<file path="config.mk">
export PLATFORM = sky130hd
export DESIGN_NAME = ttr_regs
export DESIGN_NICKNAME = d
export VERILOG_FILES = /design/src/ttr_pkg.sv /design/src/ttr_cmp.sv /design/src/ttr_regs.sv
export SDC_FILE = /design/constraint.sdc
export NUM_CORES = 1
export LEC_CHECK = 0
export BUFFER_PORTS_ARGS = -buffer_cell sky130_fd_sc_hd__buf_2
export CORE_ASPECT_RATIO = 1.5
export CORE_MARGIN = 2
export CORE_UTILIZATION = 60
export DETAILED_ROUTE_END_ITERATION = 10
export GPL_ROUTABILITY_DRIVEN = 0
export GPL_TIMING_DRIVEN = 1
export PLACE_DENSITY = 0.85
export REMOVE_ABC_BUFFERS = 1
export SLEW_MARGIN = 20
export SYNTH_ARGS = -nofsm -noshare
export SYNTH_HDL_FRONTEND = slang
export SYNTH_SLANG_ARGS = --single-unit
</file>
<file path="constraint.sdc">
create_clock -name i_clk -period 2.8 [get_ports i_clk]
set_input_delay 0.56 -clock i_clk [delete_from_list [all_inputs] [get_ports i_clk]]
set_output_delay 0.56 -clock i_clk [all_outputs]
set_load 0.01 [all_outputs]
</file>
<file path="src/ttr_pkg.sv">
// Purpose: constants for the temperature threshold register bank
// Assumes: 8-bit register port with byte offsets as printed
// Notes:   readings and limits are unsigned, one degree per lsb
// ---------------------------------------------------------------
// Overview of operation
// - alarm when remote 1 exceeds limit 0eh
// - alarm when remote 2 exceeds limit 0fh
// - both critical limits reset to 50h, writable
// - register 10h is internal fan start temp
// - register 12h is remote 2 fan start
// - internal fan start resets to 28h
// - remote fan starts 11h, 12h reset 40h
// ---------------------------------------------------------------
package ttr_pkg;
   localparam logic [7:0] ADDR_R1_CRIT   = 8'h0e;
   localparam logic [7:0] ADDR_R2_CRIT   = 8'h0f;
   localparam logic [7:0] ADDR_INT_START = 8'h10;
   localparam logic [7:0] ADDR_R1_START  = 8'h11;
   localparam logic [7:0] ADDR_R2_START  = 8'h12;
   localparam logic [7:0] RST_CRIT       = 8'h50;
   localparam logic [7:0] RST_INT_START  = 8'h28;
   localparam logic [7:0] RST_REM_START  = 8'h40;
endpackage

</file>
<file path="src/ttr_cmp.sv">
// Purpose: strictly-greater temperature compare
// Assumes: unsigned operands
// Notes:   shared by alarm and fan start decisions
`timescale 1ns/1ps
module ttr_cmp #(
   parameter int W = 8
) (
   // operands
   input  wire logic [W-1:0] i_temp,
   input  wire logic [W-1:0] i_limit,
   // result
   output logic              o_above
);
   assign o_above = (i_temp > i_limit);
endmodule

</file>
<file path="src/ttr_regs.sv">
// Purpose: threshold registers, critical alarm and fan start flags
// Assumes: register port driven synchronously to i_clk by the bus slave
// Notes:   readings come from logic on the same clock, no synchronisers
`timescale 1ns/1ps
module ttr_regs (
   // clock and reset
   input  wire logic       i_clk,
   input  wire logic       i_rst_n,
   // register port
   input  wire logic [7:0] i_addr,
   input  wire logic       i_wr,
   input  wire logic [7:0] i_wdata,
   output logic      [7:0] o_rdata,
   output logic            o_hit,
   // temperature readings
   input  wire logic [7:0] i_temp_int,
   input  wire logic [7:0] i_temp_rd1,
   input  wire logic [7:0] i_temp_rd2,
   // outputs to alarm driver and fan control
   output logic            o_thermal_alarm_out,
   output logic            o_fan_start_int,
   output logic            o_fan_start_rd1,
   output logic            o_fan_start_rd2
);
   typedef struct packed {
      logic       live;
      logic [7:0] crit1;
      logic [7:0] crit2;
      logic [7:0] start_int;
      logic [7:0] start_rd1;
      logic [7:0] start_rd2;
      logic [7:0] rdata;
      logic       hit;
      logic       alarm;
      logic [2:0] fan;
   } ttr_state_s;

   ttr_state_s s_q;
   ttr_state_s s_d;
   logic       rst_n;
   logic       rst_sync_q1;
   logic       rst_sync_q2;
   logic [4:0] above;
   logic [4:0] sel;
   logic [7:0] cmp_temp  [5];
   logic [7:0] cmp_limit [5];

   // ---------------------------------------------------------------
   // reset release
   // ---------------------------------------------------------------
   always_ff @(posedge i_clk or negedge i_rst_n) begin
      if (!i_rst_n) begin
         rst_sync_q1 <= 1'b0;
         rst_sync_q2 <= 1'b0;
      end else begin
         rst_sync_q1 <= 1'b1;
         rst_sync_q2 <= rst_sync_q1;
      end
   end
   assign rst_n = rst_sync_q2;

   // ---------------------------------------------------------------
   // offset decode
   // ---------------------------------------------------------------
   // one-hot select; shared by the write path and the checks
   function automatic logic [4:0] reg_sel(input logic [7:0] a);
      logic [4:0] hot;
      hot    = 5'h00;
      hot[0] = (a == ttr_pkg::ADDR_R1_CRIT);
      hot[1] = (a == ttr_pkg::ADDR_R2_CRIT);
      hot[2] = (a == ttr_pkg::ADDR_INT_START);
      hot[3] = (a == ttr_pkg::ADDR_R1_START);
      hot[4] = (a == ttr_pkg::ADDR_R2_START);
      return hot;
   endfunction

   assign sel = reg_sel(i_addr);

   // ---------------------------------------------------------------
   // comparators
   // ---------------------------------------------------------------
   // slots 0 and 1 feed the alarm, slots 2 to 4 the fan start flags
   assign cmp_temp[0]  = i_temp_rd1;
   assign cmp_limit[0] = s_q.crit1;
   assign cmp_temp[1]  = i_temp_rd2;
   assign cmp_limit[1] = s_q.crit2;
   assign cmp_temp[2]  = i_temp_int;
   assign cmp_limit[2] = s_q.start_int;
   assign cmp_temp[3]  = i_temp_rd1;
   assign cmp_limit[3] = s_q.start_rd1;
   assign cmp_temp[4]  = i_temp_rd2;
   assign cmp_limit[4] = s_q.start_rd2;

   for (genvar g = 0; g < 5; g++) begin : g_cmp
      ttr_cmp #(
         .W (8)
      ) u_cmp (
         .i_temp  (cmp_temp[g]),
         .i_limit (cmp_limit[g]),
         .o_above (above[g])
      );
   end

   // ---------------------------------------------------------------
   // next state
   // ---------------------------------------------------------------
   always_comb begin
      s_d          = s_q;
      // checks wait one edge past release, until outputs are registered again
      s_d.live     = 1'b1;
      s_d.hit      = 1'b1;
      unique case (i_addr)
         ttr_pkg::ADDR_R1_CRIT:   s_d.rdata = s_q.crit1;
         ttr_pkg::ADDR_R2_CRIT:   s_d.rdata = s_q.crit2;
         ttr_pkg::ADDR_INT_START: s_d.rdata = s_q.start_int;
         ttr_pkg::ADDR_R1_START:  s_d.rdata = s_q.start_rd1;
         ttr_pkg::ADDR_R2_START:  s_d.rdata = s_q.start_rd2;
         default: begin
            // unmapped offsets read zero and flag a miss
            s_d.rdata = 8'h00;
            s_d.hit   = 1'b0;
         end
      endcase
      if (i_wr) begin
         if (sel[0]) s_d.crit1     = i_wdata;
         if (sel[1]) s_d.crit2     = i_wdata;
         if (sel[2]) s_d.start_int = i_wdata;
         if (sel[3]) s_d.start_rd1 = i_wdata;
         if (sel[4]) s_d.start_rd2 = i_wdata;
      end
      s_d.alarm = above[0] | above[1];
      s_d.fan   = above[4:2];
   end

   always_ff @(posedge i_clk or negedge rst_n) begin
      if (!rst_n) begin
         s_q           <= '0;
         s_q.crit1     <= ttr_pkg::RST_CRIT;
         s_q.crit2     <= ttr_pkg::RST_CRIT;
         s_q.start_int <= ttr_pkg::RST_INT_START;
         s_q.start_rd1 <= ttr_pkg::RST_REM_START;
         s_q.start_rd2 <= ttr_pkg::RST_REM_START;
      end else begin
         s_q <= s_d;
      end
   end

   assign o_rdata             = s_q.rdata;
   assign o_hit               = s_q.hit;
   assign o_thermal_alarm_out = s_q.alarm;
   assign o_fan_start_int     = s_q.fan[0];
   assign o_fan_start_rd1     = s_q.fan[1];
   assign o_fan_start_rd2     = s_q.fan[2];

   // ---------------------------------------------------------------
   // checks
   // ---------------------------------------------------------------
   alarm_rd1_a: assert property (@(posedge i_clk) disable iff (!s_q.live)
      (i_temp_rd1 > s_q.crit1) |=> o_thermal_alarm_out)
      else $error("alarm missed for remote 1");
   alarm_rd2_a: assert property (@(posedge i_clk) disable iff (!s_q.live)
      (i_temp_rd2 > s_q.crit2) |=> o_thermal_alarm_out)
      else $error("alarm missed for remote 2");
   alarm_quiet_a: assert property (@(posedge i_clk) disable iff (!s_q.live)
      (i_temp_rd1 <= s_q.crit1 && i_temp_rd2 <= s_q.crit2) |=> !o_thermal_alarm_out)
      else $error("alarm without exceeded limit");
   crit_write_a: assert property (@(posedge i_clk) disable iff (!s_q.live)
      (i_wr && sel[0]) |=> s_q.crit1 == $past(i_wdata))
      else $error("critical limit write lost");
   crit2_write_a: assert property (@(posedge i_clk) disable iff (!s_q.live)
      (i_wr && sel[1]) |=> s_q.crit2 == $past(i_wdata))
      else $error("remote 2 critical limit write lost");
   crit_read_a: assert property (@(posedge i_clk) disable iff (!s_q.live)
      sel[1] |=> o_rdata == $past(s_q.crit2))
      else $error("critical limit readback wrong");
   crit1_read_a: assert property (@(posedge i_clk) disable iff (!s_q.live)
      sel[0] |=> o_rdata == $past(s_q.crit1))
      else $error("remote 1 critical limit readback wrong");
   int_start_a: assert property (@(posedge i_clk) disable iff (!s_q.live)
      (i_temp_int > s_q.start_int) |=> o_fan_start_int)
      else $error("internal fan start missed");
   int_idle_a: assert property (@(posedge i_clk) disable iff (!s_q.live)
      (i_temp_int <= s_q.start_int) |=> !o_fan_start_int)
      else $error("internal fan start without exceeded value");
   int_write_a: assert property (@(posedge i_clk) disable iff (!s_q.live)
      (i_wr && sel[2]) |=> s_q.start_int == $past(i_wdata))
      else $error("internal fan start write lost");
   int_read_a: assert property (@(posedge i_clk) disable iff (!s_q.live)
      sel[2] |=> o_rdata == $past(s_q.start_int))
      else $error("internal fan start readback wrong");
   rd1_fan_a: assert property (@(posedge i_clk) disable iff (!s_q.live)
      (i_temp_rd1 > s_q.start_rd1) |=> o_fan_start_rd1)
      else $error("remote 1 fan start missed");
   rd1_idle_a: assert property (@(posedge i_clk) disable iff (!s_q.live)
      (i_temp_rd1 <= s_q.start_rd1) |=> !o_fan_start_rd1)
      else $error("remote 1 fan start without exceeded value");
   rd1_write_a: assert property (@(posedge i_clk) disable iff (!s_q.live)
      (i_wr && sel[3]) |=> s_q.start_rd1 == $past(i_wdata))
      else $error("remote 1 fan start write lost");
   rd2_fan_a: assert property (@(posedge i_clk) disable iff (!s_q.live)
      (i_temp_rd2 > s_q.start_rd2) |=> o_fan_start_rd2)
      else $error("remote 2 fan start missed");
   rd2_idle_a: assert property (@(posedge i_clk) disable iff (!s_q.live)
      (i_temp_rd2 <= s_q.start_rd2) |=> !o_fan_start_rd2)
      else $error("remote 2 fan start without exceeded value");
   rd2_start_a: assert property (@(posedge i_clk) disable iff (!s_q.live)
      (i_wr && sel[4]) |=> s_q.start_rd2 == $past(i_wdata))
      else $error("remote 2 fan start write lost");
   rd2_read_a: assert property (@(posedge i_clk) disable iff (!s_q.live)
      sel[4] |=> o_rdata == $past(s_q.start_rd2))
      else $error("remote 2 fan start readback wrong");
   regs_hold_a: assert property (@(posedge i_clk) disable iff (!s_q.live)
      !(i_wr && sel != 5'h00)
      |=> $stable({s_q.crit1, s_q.crit2, s_q.start_int, s_q.start_rd1, s_q.start_rd2}))
      else $error("register changed without a write");
   hit_read_a: assert property (@(posedge i_clk) disable iff (!s_q.live)
      (sel != 5'h00) |=> o_hit)
      else $error("mapped offset not flagged");
   miss_read_a: assert property (@(posedge i_clk) disable iff (!s_q.live)
      (sel == 5'h00) |=> (o_rdata == 8'h00 && !o_hit))
      else $error("unmapped offset not read as zero");
   crit_reset_a: assert property (@(posedge i_clk)
      $rose(rst_n) |-> (s_q.crit1 == ttr_pkg::RST_CRIT && s_q.crit2 == ttr_pkg::RST_CRIT))
      else $error("critical limit reset wrong");
   reset_vals_a: assert property (@(posedge i_clk)
      $rose(rst_n) |-> s_q.start_int == ttr_pkg::RST_INT_START)
      else $error("internal fan start reset wrong");
   rem_reset_a: assert property (@(posedge i_clk)
      $rose(rst_n) |-> (s_q.start_rd1 == ttr_pkg::RST_REM_START
                        && s_q.start_rd2 == ttr_pkg::RST_REM_START))
      else $error("remote fan start reset wrong");
endmodule

</file>
# --- Word-level counts from Yosys, hierarchy flattened ---
# Index checks and enable logic that the tools add are counted.
op_classes:
  magnitude_cmp: 5
  eq_ne: 5
  muxes: 2
  n_bitwise: 1
  reduce_logical: 6
op_table:
  columns: ["cell", "count"]
  rows:
  - ["$gt A8 B8 Y1", 5]
  - ["$pmux W8 S5", 1]
  - ["$eq A8 B5 Y1 const B", 3]
  - ["$eq A8 B4 Y1 const B", 2]
  - ["$reduce_and A2 Y1", 5]
  - ["$reduce_or A5 Y1", 1]
  - ["$mux W1", 1]
  - ["$or A1 B1 Y1", 1]
totals:
  register_bits: 55
  inputBits: 43
  out_inout_bits: 13
  wordCells: 30

# --- Logic depth before layout (Yosys ltp) ---
# Gate-level depths: netlist (run 1).
logic_depth:
  depth_word: 3
  depth_mapped: 7
  ltp_nobuf: 7

# --- Cells and area by module ---
# A second synthesis (run 1) with hierarchy kept.
hier_totals:
  cells_unflattened: 296
  area_unflattened_um2: 3467.1
modules_own_cells:
  columns: ["module", "n_inst", "cells_per_inst", "area_each_um2"]
  rows:
  - ["ttr_regs", 1, 161, 2384.8]
  - ["ttr_cmp", 5, 27, 216.5]

# --- Least setup slack after synthesis (run 1) ---
# Ideal clock, no wire load.
synth_path:
  kind: "in2reg"
  start: "in i_addr[5]"
  end: "reg s_q, in the netlist cmp_limit[10]"
  t_arrival_ps: 1933
  t_required_ps: 2675
  setup_slack_ps: 742
  path_stages: 4
  n_path_buf: 0
  cell_sequence: "or3_4 nor4b_4 nand4b_2 mux2_2"
synth_via:
  elab_chain_len: 2
synth_lines:
  columns: ["item", "line_no", "source"]
  rows:
  - ["start: declaration", "ttr_regs.sv:10", "input wire logic [7:0] i_addr,"]
  - ["$eq A8 B5 Y1", "ttr_regs.sv:72", "hot[3] = (a == ttr_pkg::ADDR_R1_START);"]
  - ["$reduce_and A2 Y1 (no source line)", null, null]
  - ["end: declaration", "ttr_regs.sv:38", "ttr_state_s s_q;"]
# No other way between the ends.
# A chain may end at the register's enable or synchronous reset.

# --- Worst setup path in the final report (run 1) ---
layout_path:
  start: "in i_addr[5]"
  end: "reg s_q, in the netlist cmp_limit[13]"
# Same word-level chain as after synthesis.

==> results of run 1 <==
[worst max-delay path, delay by kind of cell]
kind | cells | cell delay [ns]
buffers and inverters | 1 | 0.10
AND/OR/NAND/NOR | 3 | 1.16
multiplexers | 1 | 0.38
[final cells by class]
type	instances	share of cell area
clock inverters	2	0.01012
inverters	38	0.03847
multi-input cells	196	0.4556
flip-flops and latches	55	0.3750
clock buffers	6	0.01957
well taps	68	0.02295
repair buffers	57	0.07830
[logic make-up after synthesis]
group | Yosys count | share of synthesized area
AOI/OAI and AO/OA | 53 | 0.09460
adders and majority gates | 40 | 0.1544
buffers and inverters | 44 | 0.05097
DFF | 55 | 0.4278
muxes | 51 | 0.1730
other | 1 | 0.001157
and+or+nand+nor | 51 | 0.09807
[through the flow]
stage | instances | instance area (um^2)
2_1_floorplan | 289 | 3218
3_3_place_gp | 414 | 3595
5_1_grt | 422 | 3707
6_report | 422 | 3707
4_1_cts | 422 | 3705
3_5_place_dp | 414 | 3595
[metal layers]
layer / vias to the layer above / GRT usage
li1: 1166 / -
met4: 0 / 0.1286
met3: 22 / 0.03237
met2: 69 / 0.4757
met5: - / 0
met1: 1194 / 0.2765
[cell usage in the layout (no fill, tap or decap)]
master	instances
o211ai_1	2
clkbuf_8	5
ha_1	40
inv_1	38
and2_1	1
mux2i_1	11
mux2_2	40
nand3_1	1
clkbuf_1	1
nand4_1	11
conb_1	1
nand2_1	7
dfrtp_1	46
nor4b_4	1
a211oi_1	3
nand3_2	2
a2111oi_0	1
clkinvlp_4	1
nor3_2	1
a22o_1	1
a21oi_1	21
nor2_1	14
or4b_2	1
o21ai_0	16
nand2b_1	3
nor4_2	1
nand4b_2	1
o22ai_1	1
a22oi_1	8
dfstp_2	8
buf_4	2
or3_4	1
dfrtp_4	1
nor2b_1	6
buf_2	55
bufinv_16	1
[power breakdown]
group	leakage, nW	internal [mW]	switching, mW
Combinational	1.03	0.113	0.125
Clock	0.0514	0.267	0.254
Sequential	0.714	0.833	0.0396
[state kept, by name, summed over array words and instances, names as in the netlist]
register             cells
o_hit                    1
o_fan_start_rd1          1
rst_n                    1
cmp_limit               40
rst_sync_q1              1
o_thermal_alarm_out      1
o_rdata                  8
o_fan_start_rd2          1
o_fan_start_int          1
[worst min path at each step]
stage / startpoint / endpoint / slack (ns) / cells after the start
floorplan: i_rst_n / rst_n / 0.26 / 0
global placement: i_rst_n / rst_sync_q1 / 0.34 / 1
detailed placement: i_rst_n / rst_sync_q1 / 0.35 / 1
CTS: i_rst_n / rst_n / 0.01 / 1
global route: i_rst_n / rst_n / 0.004 / 1
finish: i_rst_n / rst_n / 0.02 / 1
==> key figures, run 1 <==
Outcome
  • Status: finished, final reports clean

Finish
  • Multi-input logic area: 0.001689 mm^2
  • # nets final: 436
  • Ant. Diodes: 0
  • Synth-to-layout area growth: 14.40%
  • Fin util: 0.7178
  • Reg area: 0.001390 mm^2
  • Layout cells sized above 1: 0.3418
  • Fill count: 373

Clock tree
  • Worst skew pair latency: a little over 0.3 ns
  • Total CTS buffers: 5
  • Clock Sinks: between 50 and 60
  • CTS tree: yes
  • H-Tree Depth: 2
  • Cts repair resizes: 0
  • Clock-pin transition on the worst setup and hold timing paths: 0.09 ns
  • Bufs on Longest Clock Path: 2
  • Post-CTS Setup Inserts: 0
  • Cts hold-fix bufs: 0
  • Root Driver: clkbuf_8

Worst setup path
  • Crit path from: i_addr[5]
  • CP endpoint kind: flip-flop
  • Critical R2R Launch: cmp_limit[33]
  • Reg2Reg Capture Point: o_thermal_alarm_out
  • CP endpoint: cmp_limit[13]
  • WS Path Type: in -> reg
  • CP max stage delay: between 0.4 and 0.5 ns
  • Worst setup SP type: input pin
  • Critical Path Fanout Max: 8
  • Flop2flop setup slack: 0.94 ns
  • CP max stage cell: or3_4
  • Required time worst endpoint: 3.00 ns
  • WP data arrival: roughly 2.2 ns
  • Critical-path cell list: buf_2, or3_4, nor4b_4, nand4b_2, mux2_2
  • R2r worst-path depth: 7

Route
  • Met1 WL: 2644 um
  • Vias/cell: between 5 and 6
  • Total iterations of the first detailed-routing run: 4
  • DR top layer: met4
  • Met3 wire length: 233 um
  • DRT Wirelength: between 7000 and 8000 um
  • First-iteration detailed-routing DRC count: a little under 80
  • Vias: 2451
  • Routed WL per cell: 16.63 um
  • Wire length on met2: 3875 um
  • DRC Markers: 0
  • Final antenna-violating net count: 0

Die
  • Die W: 64.01 um
  • Chip height: ~94 um
  • Initial Util: 0.6274
  • Total Die Area: 0.006017 mm^2
  • Cell row count: 32
  • Top Ports: 56
  • Total core area: 0.005165 mm^2

STA
  • Slew headroom: 0.5591
  • Final Worst Setup Slack: 0.7971 ns
  • RSZ-0062 raised after global routing: false
  • Post-Route Setup TNS: 0 ns
  • Fmax: 0.4993 GHz
  • Clock Skew: 0.007677 ns
  • Final Hold Violating Endpoints: 0
  • Final min period: 2.003 ns
  • Period utilization: 0.7153
  • Setup Viol. Count Final: 0
  • Least-Margin Pin Slew: around 0.66 ns
  • Min Hold Slack: 0.02022 ns
  • Final Max Slew Viols: 0

Synth
  • Gate Count Post-Synth: 295
  • Synth area leader: dfrtp_1
  • Synth top area cells: dfrtp_1 36%, ha_1 15%, mux2_2 14%, dfstp_2 6.5%, inv_1 4.4%
  • Post-synth EDFFs: 0
  • Seq/Total Area, Yosys: 0.4278
  • Primary FF master, synth: dfrtp_1
  • Flops & latches, synth: 55
  • Share of the synthesized area in the top cell type: 0.3629
  • Post-synthesis cell type count: 31
  • Commonest cells in the synthesized netlist: 47 x dfrtp_1, 40 x ha_1, 40 x mux2_2, 38 x inv_1, 21 x a21oi_1
  • Syn. warnings: 0
  • Ys async rst share: 1.000
  • Most frequent cell after synthesis: dfrtp_1
  • Syn Area/Cell: 10.99 um^2
  • Post-synthesis instance area: around 0.0032 mm^2

Power and ir drop
  • Total chip power: 1.632 mW
  • PwrDens: roughly 440 mW/mm^2
  • VDD IR-drop max: 0.3216 mV
  • LEAKAGE: between 1.5 and 2 nW

Global routing
  • Vias in the first global route: 2609
  • Largest net degree at the start of global routing: 54
  • Antenna violations before repair: 0
  • GRT overflow: 0
  • First-pass GRT wire length: 11720 um
  • GRT Util Overall: 0.2548

Place
  • Port Buffers: 55
  • Placement Setup Slack: 0.4589 ns
  • Final HPWL DP: approximately 5700 um

Run
  • Max-cap viol count: 0

Min path
  • Worst Hold Class: in -> async
No activity file was read; power rests on OpenSTA's default activity.
==> run 2, diff against run 1 <==
Settings changed: CORE_UTILIZATION 60 to 51, PLACE_DENSITY 0.85 to 0.77.
Clock period 2.8 ns to 1.7 ns, I/O delays scaled along.
==> run 2 against run 1 <==
Net effect:
- the run now ends with negative setup slack left
- via count fell by 0.20%
- critical endpoint is now o_thermal_alarm_out
- sequential share of layout area fell by 2.7 points
- cell count rose by 7.8%
- routed wire length rose by 1.6%
- clock-buffer cell count did not move
- critical path type is now reg -> reg
- non-clock buffer count rose by 27
- sequential power rose by 62%
==> key figures, run 2 (same netlist as run 1, synthesis figures left out) <==
Clock tree
  • Clock Sinks: 55
  • Worst skew pair latency: between 0.3 and 0.4 ns
  • Bufs on Longest Clock Path: 2
  • Total CTS buffers: 5
  • CTS tree: yes
  • Root Driver: clkbuf_8
  • Clock-pin transition on the worst setup and hold timing paths: ~0.1 ns
  • H-Tree Depth: 2

Power and ir drop
  • Combinational share of power: 0.169
  • PwrDens: 701.7 mW/mm^2
  • Clock share of power: 0.327
  • Share of total power in sequential cells: 0.504
  • Psw: 713.8 uW
  • Switching portion of total power: 0.2550
  • Total chip power: 2.799 mW
  • VDD IR-drop max: 0.5872 mV
  • Int Power: 2.085 mW
  • LEAKAGE: 1.955 nW

Global routing
  • GRT Util Overall: 0.2197
  • GRT overflow: 0
  • Vias in the first global route: 2590
  • Antenna violations before repair: 0
  • Largest net degree at the start of global routing: 54
  • First-pass GRT wire length: 12280 um

Worst setup path
  • Family with the most delay on the worst path: compound AO/OA/AOI/OAI gates
  • Worst setup SP type: flip-flop
  • Crit path from: cmp_limit[33]
  • CP endpoint kind: flip-flop
  • Required time worst endpoint: 1.90 ns
  • CP max stage cell: dfrtp_1
  • WS Path Type: reg -> reg
  • Buf/Inv on CP: 2
  • Critical-path cell list: inv_2, ha_4, nor2b_1, o211ai_1, a21oi_2, a2111oi_2, buf_4, o21ai_2
  • Critical R2R Launch: cmp_limit[33]
  • WP data arrival: 1.91 ns
  • Critical Path Fanout Max: 2
  • CP max stage delay: 0.40 ns

Finish
  • Reg area: approximately 0.0014 mm^2
  • Finished Layout Cells: between 400 and 500
  • Ant. Diodes: 0
  • Layout cells sized above 1: 0.4042
  • Max reg flops: 40
  • Fill count: between 400 and 500
  • Synth-to-layout area growth: 23.09%
  • # nets final: between 400 and 500
  • Multi-input logic area: between 0.0015 and 0.002 mm^2
  • Most common cell after layout, fill and taps aside: buf_2
  • Most frequent cells in the layout: 55 x buf_2, 46 x dfrtp_1, 40 x mux2_2

Route
  • DRC Markers: 0
  • Vias/cell: 5.376
  • DRT Wirelength: 7131 um
  • Total iterations of the first detailed-routing run: 4
  • Routed WL per cell: 15.67 um
  • First-iteration detailed-routing DRC count: 72
  • Final antenna-violating net count: 0
  • Vias: 2446

STA
  • Period utilization: 1.003
  • RSZ-0062 raised after global routing: true
  • Clock Skew: 0.01065 ns
  • Setup Viol. Count Final: 1
  • Final Hold Violating Endpoints: 0
  • Final min period: 1.705 ns
  • Final Worst Setup Slack: -0.004710 ns
  • Fmax: 0.5866 GHz
  • Final Max Slew Viols: 0

Min path
  • Worst Hold Class: reg -> async

Outcome
  • Status: finished, violations left
  • Failing checks: negative setup slack

Die
  • Initial Util: 0.5286
  • Chip height: 101.6 um
  • Total Die Area: 0.007021 mm^2
  • Top Ports: 56
  • Cell row count: 35
  • Die W: just under 70 um
  • Total core area: slightly above 0.006 mm^2

Run
  • Max-cap viol count: 0

Place
  • Port Buffers: 55
  • Placed Cells: 445
  • Final HPWL DP: 5819 um
## run 2: what timing repair did
action / CTS / global route
setup buffers: 0 / 1
cloned: 0 / 0
endpoints found under the hold margin: 2 / 0
endpoints found under the setup margin: 15 / 22
hold buffers: 1 / 0
gates resized for setup: 3 / 9
pin swaps: 0 / 2
## run 2: final cells by class
class | count | area share
Multi-Input combinational cell | 196 | 0.4354
Sequential cell | 55 | 0.3479
Timing Repair Buffer | 84 | 0.1274
Inverter | 38 | 0.03576
Tap cell | 74 | 0.02321
Clock buffer | 6 | 0.02070
Clock inverter | 2 | 0.009724
## run 2: stage by stage
| stage | utilization | area, um^2 | setup WS [ns] | TNS, ns | hold WS, ns |
|---|---|---|---|---|---|
| after floorplan | - | 3218 | -0.1236 | -2.493 | 0.04441 |
| after global placement | 0.6202 | 3802 | -0.3423 | -10.57 | 0.1244 |
| after detailed placement | 0.6202 | 3802 | -0.3999 | -12.19 | 0.1269 |
| after CTS | 0.6441 | 3949 | -0.06348 | -0.6031 | 0.2744 |
| after global routing | 0.6506 | 3989 | -0.09005 | -0.09874 | 0.2848 |
| final | 0.6506 | 3989 | -0.004710 | -0.004710 | 0.2438 |
## run 2: worst paths after layout
check                           slack [ns]                   to  cells past startpoint
worst min register to register        0.24        cmp_limit[34]                      1
worst min-delay path                  0.24        cmp_limit[34]                      1
worst max-delay path                -0.005  o_thermal_alarm_out                      8
max in group asynchronous             1.15        cmp_limit[21]                      1
min in group i_clk                    0.34        cmp_limit[31]                      2
worst max register to register      -0.005  o_thermal_alarm_out                      8
## run 2: power by group through the flow
stage | clock network, mW | registers [mW] | logic (mW)
global route | 0.983 | 1.42 | 0.544
floorplan | 0 | 1.45 | 0.227
detailed placement | 0 | 1.43 | 0.460
CTS | 0.932 | 1.41 | 0.469
finish | 0.914 | 1.41 | 0.474
global placement | 0 | 1.43 | 0.437
## run 2: worst reg2reg max path, cell delays in order, from the launching register on
cell	delay [ns]
dfrtp_1	0.40
inv_2	0.07
ha_4	0.19
nor2b_1	0.13
o211ai_1	0.23
a21oi_2	0.10
a2111oi_2	0.24
buf_4	0.18
o21ai_2	0.05
## run 2: layer usage
metal	global-route usage	up-vias	wire, um	share of wire
met3	0.03383	13	235	0.033
met1	0.2582	1156	2827	0.40
met2	0.4001	55	3883	0.54
met4	0.09050	0	184	0.026
li1	-	1222	-	-
met5	0	-	0	0
==> run 3, diff against run 2 <==
Settings changed: SETUP_SLACK_MARGIN set to 0.5.
==> run 3 against run 2 <==
Net effect:
- the flow still finishes with violations (negative setup slack)
- maximum frequency shrank 6.2%
- critical path depth unchanged
- utilization is 9.1 points higher
- global-route usage grew 2.5 points
- clock skew rose by 0.0018 ns
- first-iteration DRC count rose by 21%
- total power up 6.6%
- register-to-register slack worse by 0.11 ns
- combinational power grew 34%
- critical path type unchanged
- critical endpoint unchanged
==> key figures, run 3 (same netlist as run 1, synthesis figures left out) <==
Worst setup path
  • Reg2Reg Capture Point: o_thermal_alarm_out
  • Family with the most delay on the worst path: compound AO/OA/AOI/OAI gates
  • CP endpoint kind: flip-flop
  • WP data arrival: 2.03 ns
  • Required time worst endpoint: 1.91 ns
  • Critical R2R Launch: cmp_limit[33]
  • Critical Path Fanout Max: 2
  • Worst setup SP type: flip-flop
  • Critical-path cell list: inv_2, ha_4, nor2b_4, o211ai_1, a21oi_2, a2111oi_4, buf_4, o21ai_2
  • Buf/Inv on CP: 2
  • WS Path Type: reg -> reg
  • Flop2flop setup slack: -0.12 ns
  • CP max stage delay: 0.41 ns
  • CP max stage cell: dfrtp_1
  • R2r worst-path depth: 8

Place
  • Port Buffers: 55
  • Placement Setup Slack: -0.3999 ns
  • Final HPWL DP: 5819 um

Route
  • First-iteration detailed-routing DRC count: 87
  • Vias/cell: 5.792
  • Routed WL per cell: 19.45 um
  • Vias: 2734
  • DRC Markers: 0
  • DRT Wirelength: 9181 um
  • Total iterations of the first detailed-routing run: 4
  • Final antenna-violating net count: 0

Finish
  • Most common cell after layout, fill and taps aside: buf_2
  • Synth-to-layout area growth: 40.35%
  • Most frequent cells in the layout: 53 x buf_2, 46 x dfrtp_1, 40 x mux2_4
  • Max reg flops: 40
  • Ant. Diodes: 0
  • Layout cells sized above 1: 0.5276
  • Fin util: 0.7418
  • # nets final: 480

STA
  • Clock Skew: 0.01248 ns
  • Final Max Slew Viols: 0
  • RSZ-0062 raised after global routing: true
  • Period utilization: 1.069
  • Final min period: 1.817 ns
  • Min Hold Slack: approximately 0.24 ns
  • Final Worst Setup Slack: -0.1171 ns
  • Final Hold Violating Endpoints: 0
  • Least-Margin Pin Slew: about 0.53 ns
  • Setup Viol. Count Final: 8
  • Fmax: ~0.55 GHz
  • Slew headroom: 0.6458

Global routing
  • GRT overflow: 0
  • Vias in the first global route: 2815
  • Largest net degree at the start of global routing: 54
  • GRT Util Overall: 0.2443
  • Antenna violations before repair: 0
  • First-pass GRT wire length: 13590 um

Min path
  • Worst Hold Class: reg -> async

Power and ir drop
  • VDD IR-drop max: about 0.66 mV
  • PwrDens: 656.2 mW/mm^2
  • Total chip power: just under 3 mW
  • LEAKAGE: 2.264 nW

Clock tree
  • Total CTS buffers: 5
  • Clock Sinks: 55
  • Clock-pin transition on the worst setup and hold timing paths: roughly 0.1 ns
  • H-Tree Depth: 2
  • Worst skew pair latency: 0.32 ns
  • Root Driver: clkbuf_8
  • Bufs on Longest Clock Path: 2
  • CTS tree: yes

Die
  • Top Ports: 56
  • Die W: 69.09 um
  • Chip height: 101.6 um
  • Total Die Area: between 0.007 and 0.008 mm^2
  • Total core area: 0.006131 mm^2
  • Initial Util: 0.5286
  • Cell row count: 35

Outcome
  • Failing checks: negative setup slack
  • Status: finished, violations left

Run
  • Max-cap viol count: 0
-- run 3: area by class of cell --
cell class	instances	area, um^2
inverters	38	142.6
repair buffers	101	670.6
flip-flops and latches	55	1388
clock inverters	2	38.79
multi-input cells	196	2133
fillers	395	1583
well taps	74	92.59
clock buffers	6	82.58
-- run 3: repair_timing --
action                     CTS  global route
pin swaps                   15            26
hold endpoints to repair     2             0
resized for setup           88            30
hold buffers                 1             0
setup endpoints to repair   52            55
buffers inserted            10             8
-- run 3: worst reg2reg max path, delay by kind of cell, from the launching register on --
family	cells	cell delay, ns
AOI/OAI and AO/OA	4	0.74
adders and majority gates	1	0.20
buffers and inverters	2	0.24
DFF	1	0.41
and+or+nand+nor	1	0.12
-- run 3: metal layers --
layer  global-route usage  routed length (um)
met2               0.4238                4825
met1               0.2853                3576
met3              0.04577                 383
met5                    0                   0
met4               0.1357                 395
-- run 3: worst max-delay path by stage --
stage                                endpoint          start  cells past startpoint
after floorplan                 cmp_limit[10]      i_addr[5]                      4
after global placement           cmp_limit[9]      i_addr[5]                      5
after detailed placement        cmp_limit[15]      i_addr[5]                      5
after CTS                 o_thermal_alarm_out  cmp_limit[33]                      8
after global routing      o_thermal_alarm_out  cmp_limit[33]                      8
final                     o_thermal_alarm_out  cmp_limit[33]                      8
-- run 3: where the power goes --
part | internal (mW) | total [mW] | switching (mW)
Sequential | 1.37 | 1.42 | 0.0437
Combinational | 0.319 | 0.635 | 0.316
Clock | 0.485 | 0.934 | 0.449
-- run 3: stage by stage --
step / cells / area (um^2) / setup TNS, ns
after detailed placement: 445 / 3802 / -12.19
after floorplan: 289 / 3218 / -2.493
after CTS: 464 / 4338 / -0.05421
after global placement: 445 / 3802 / -10.57
after global routing: 472 / 4548 / -0.6589
final: 472 / 4548 / -0.3843
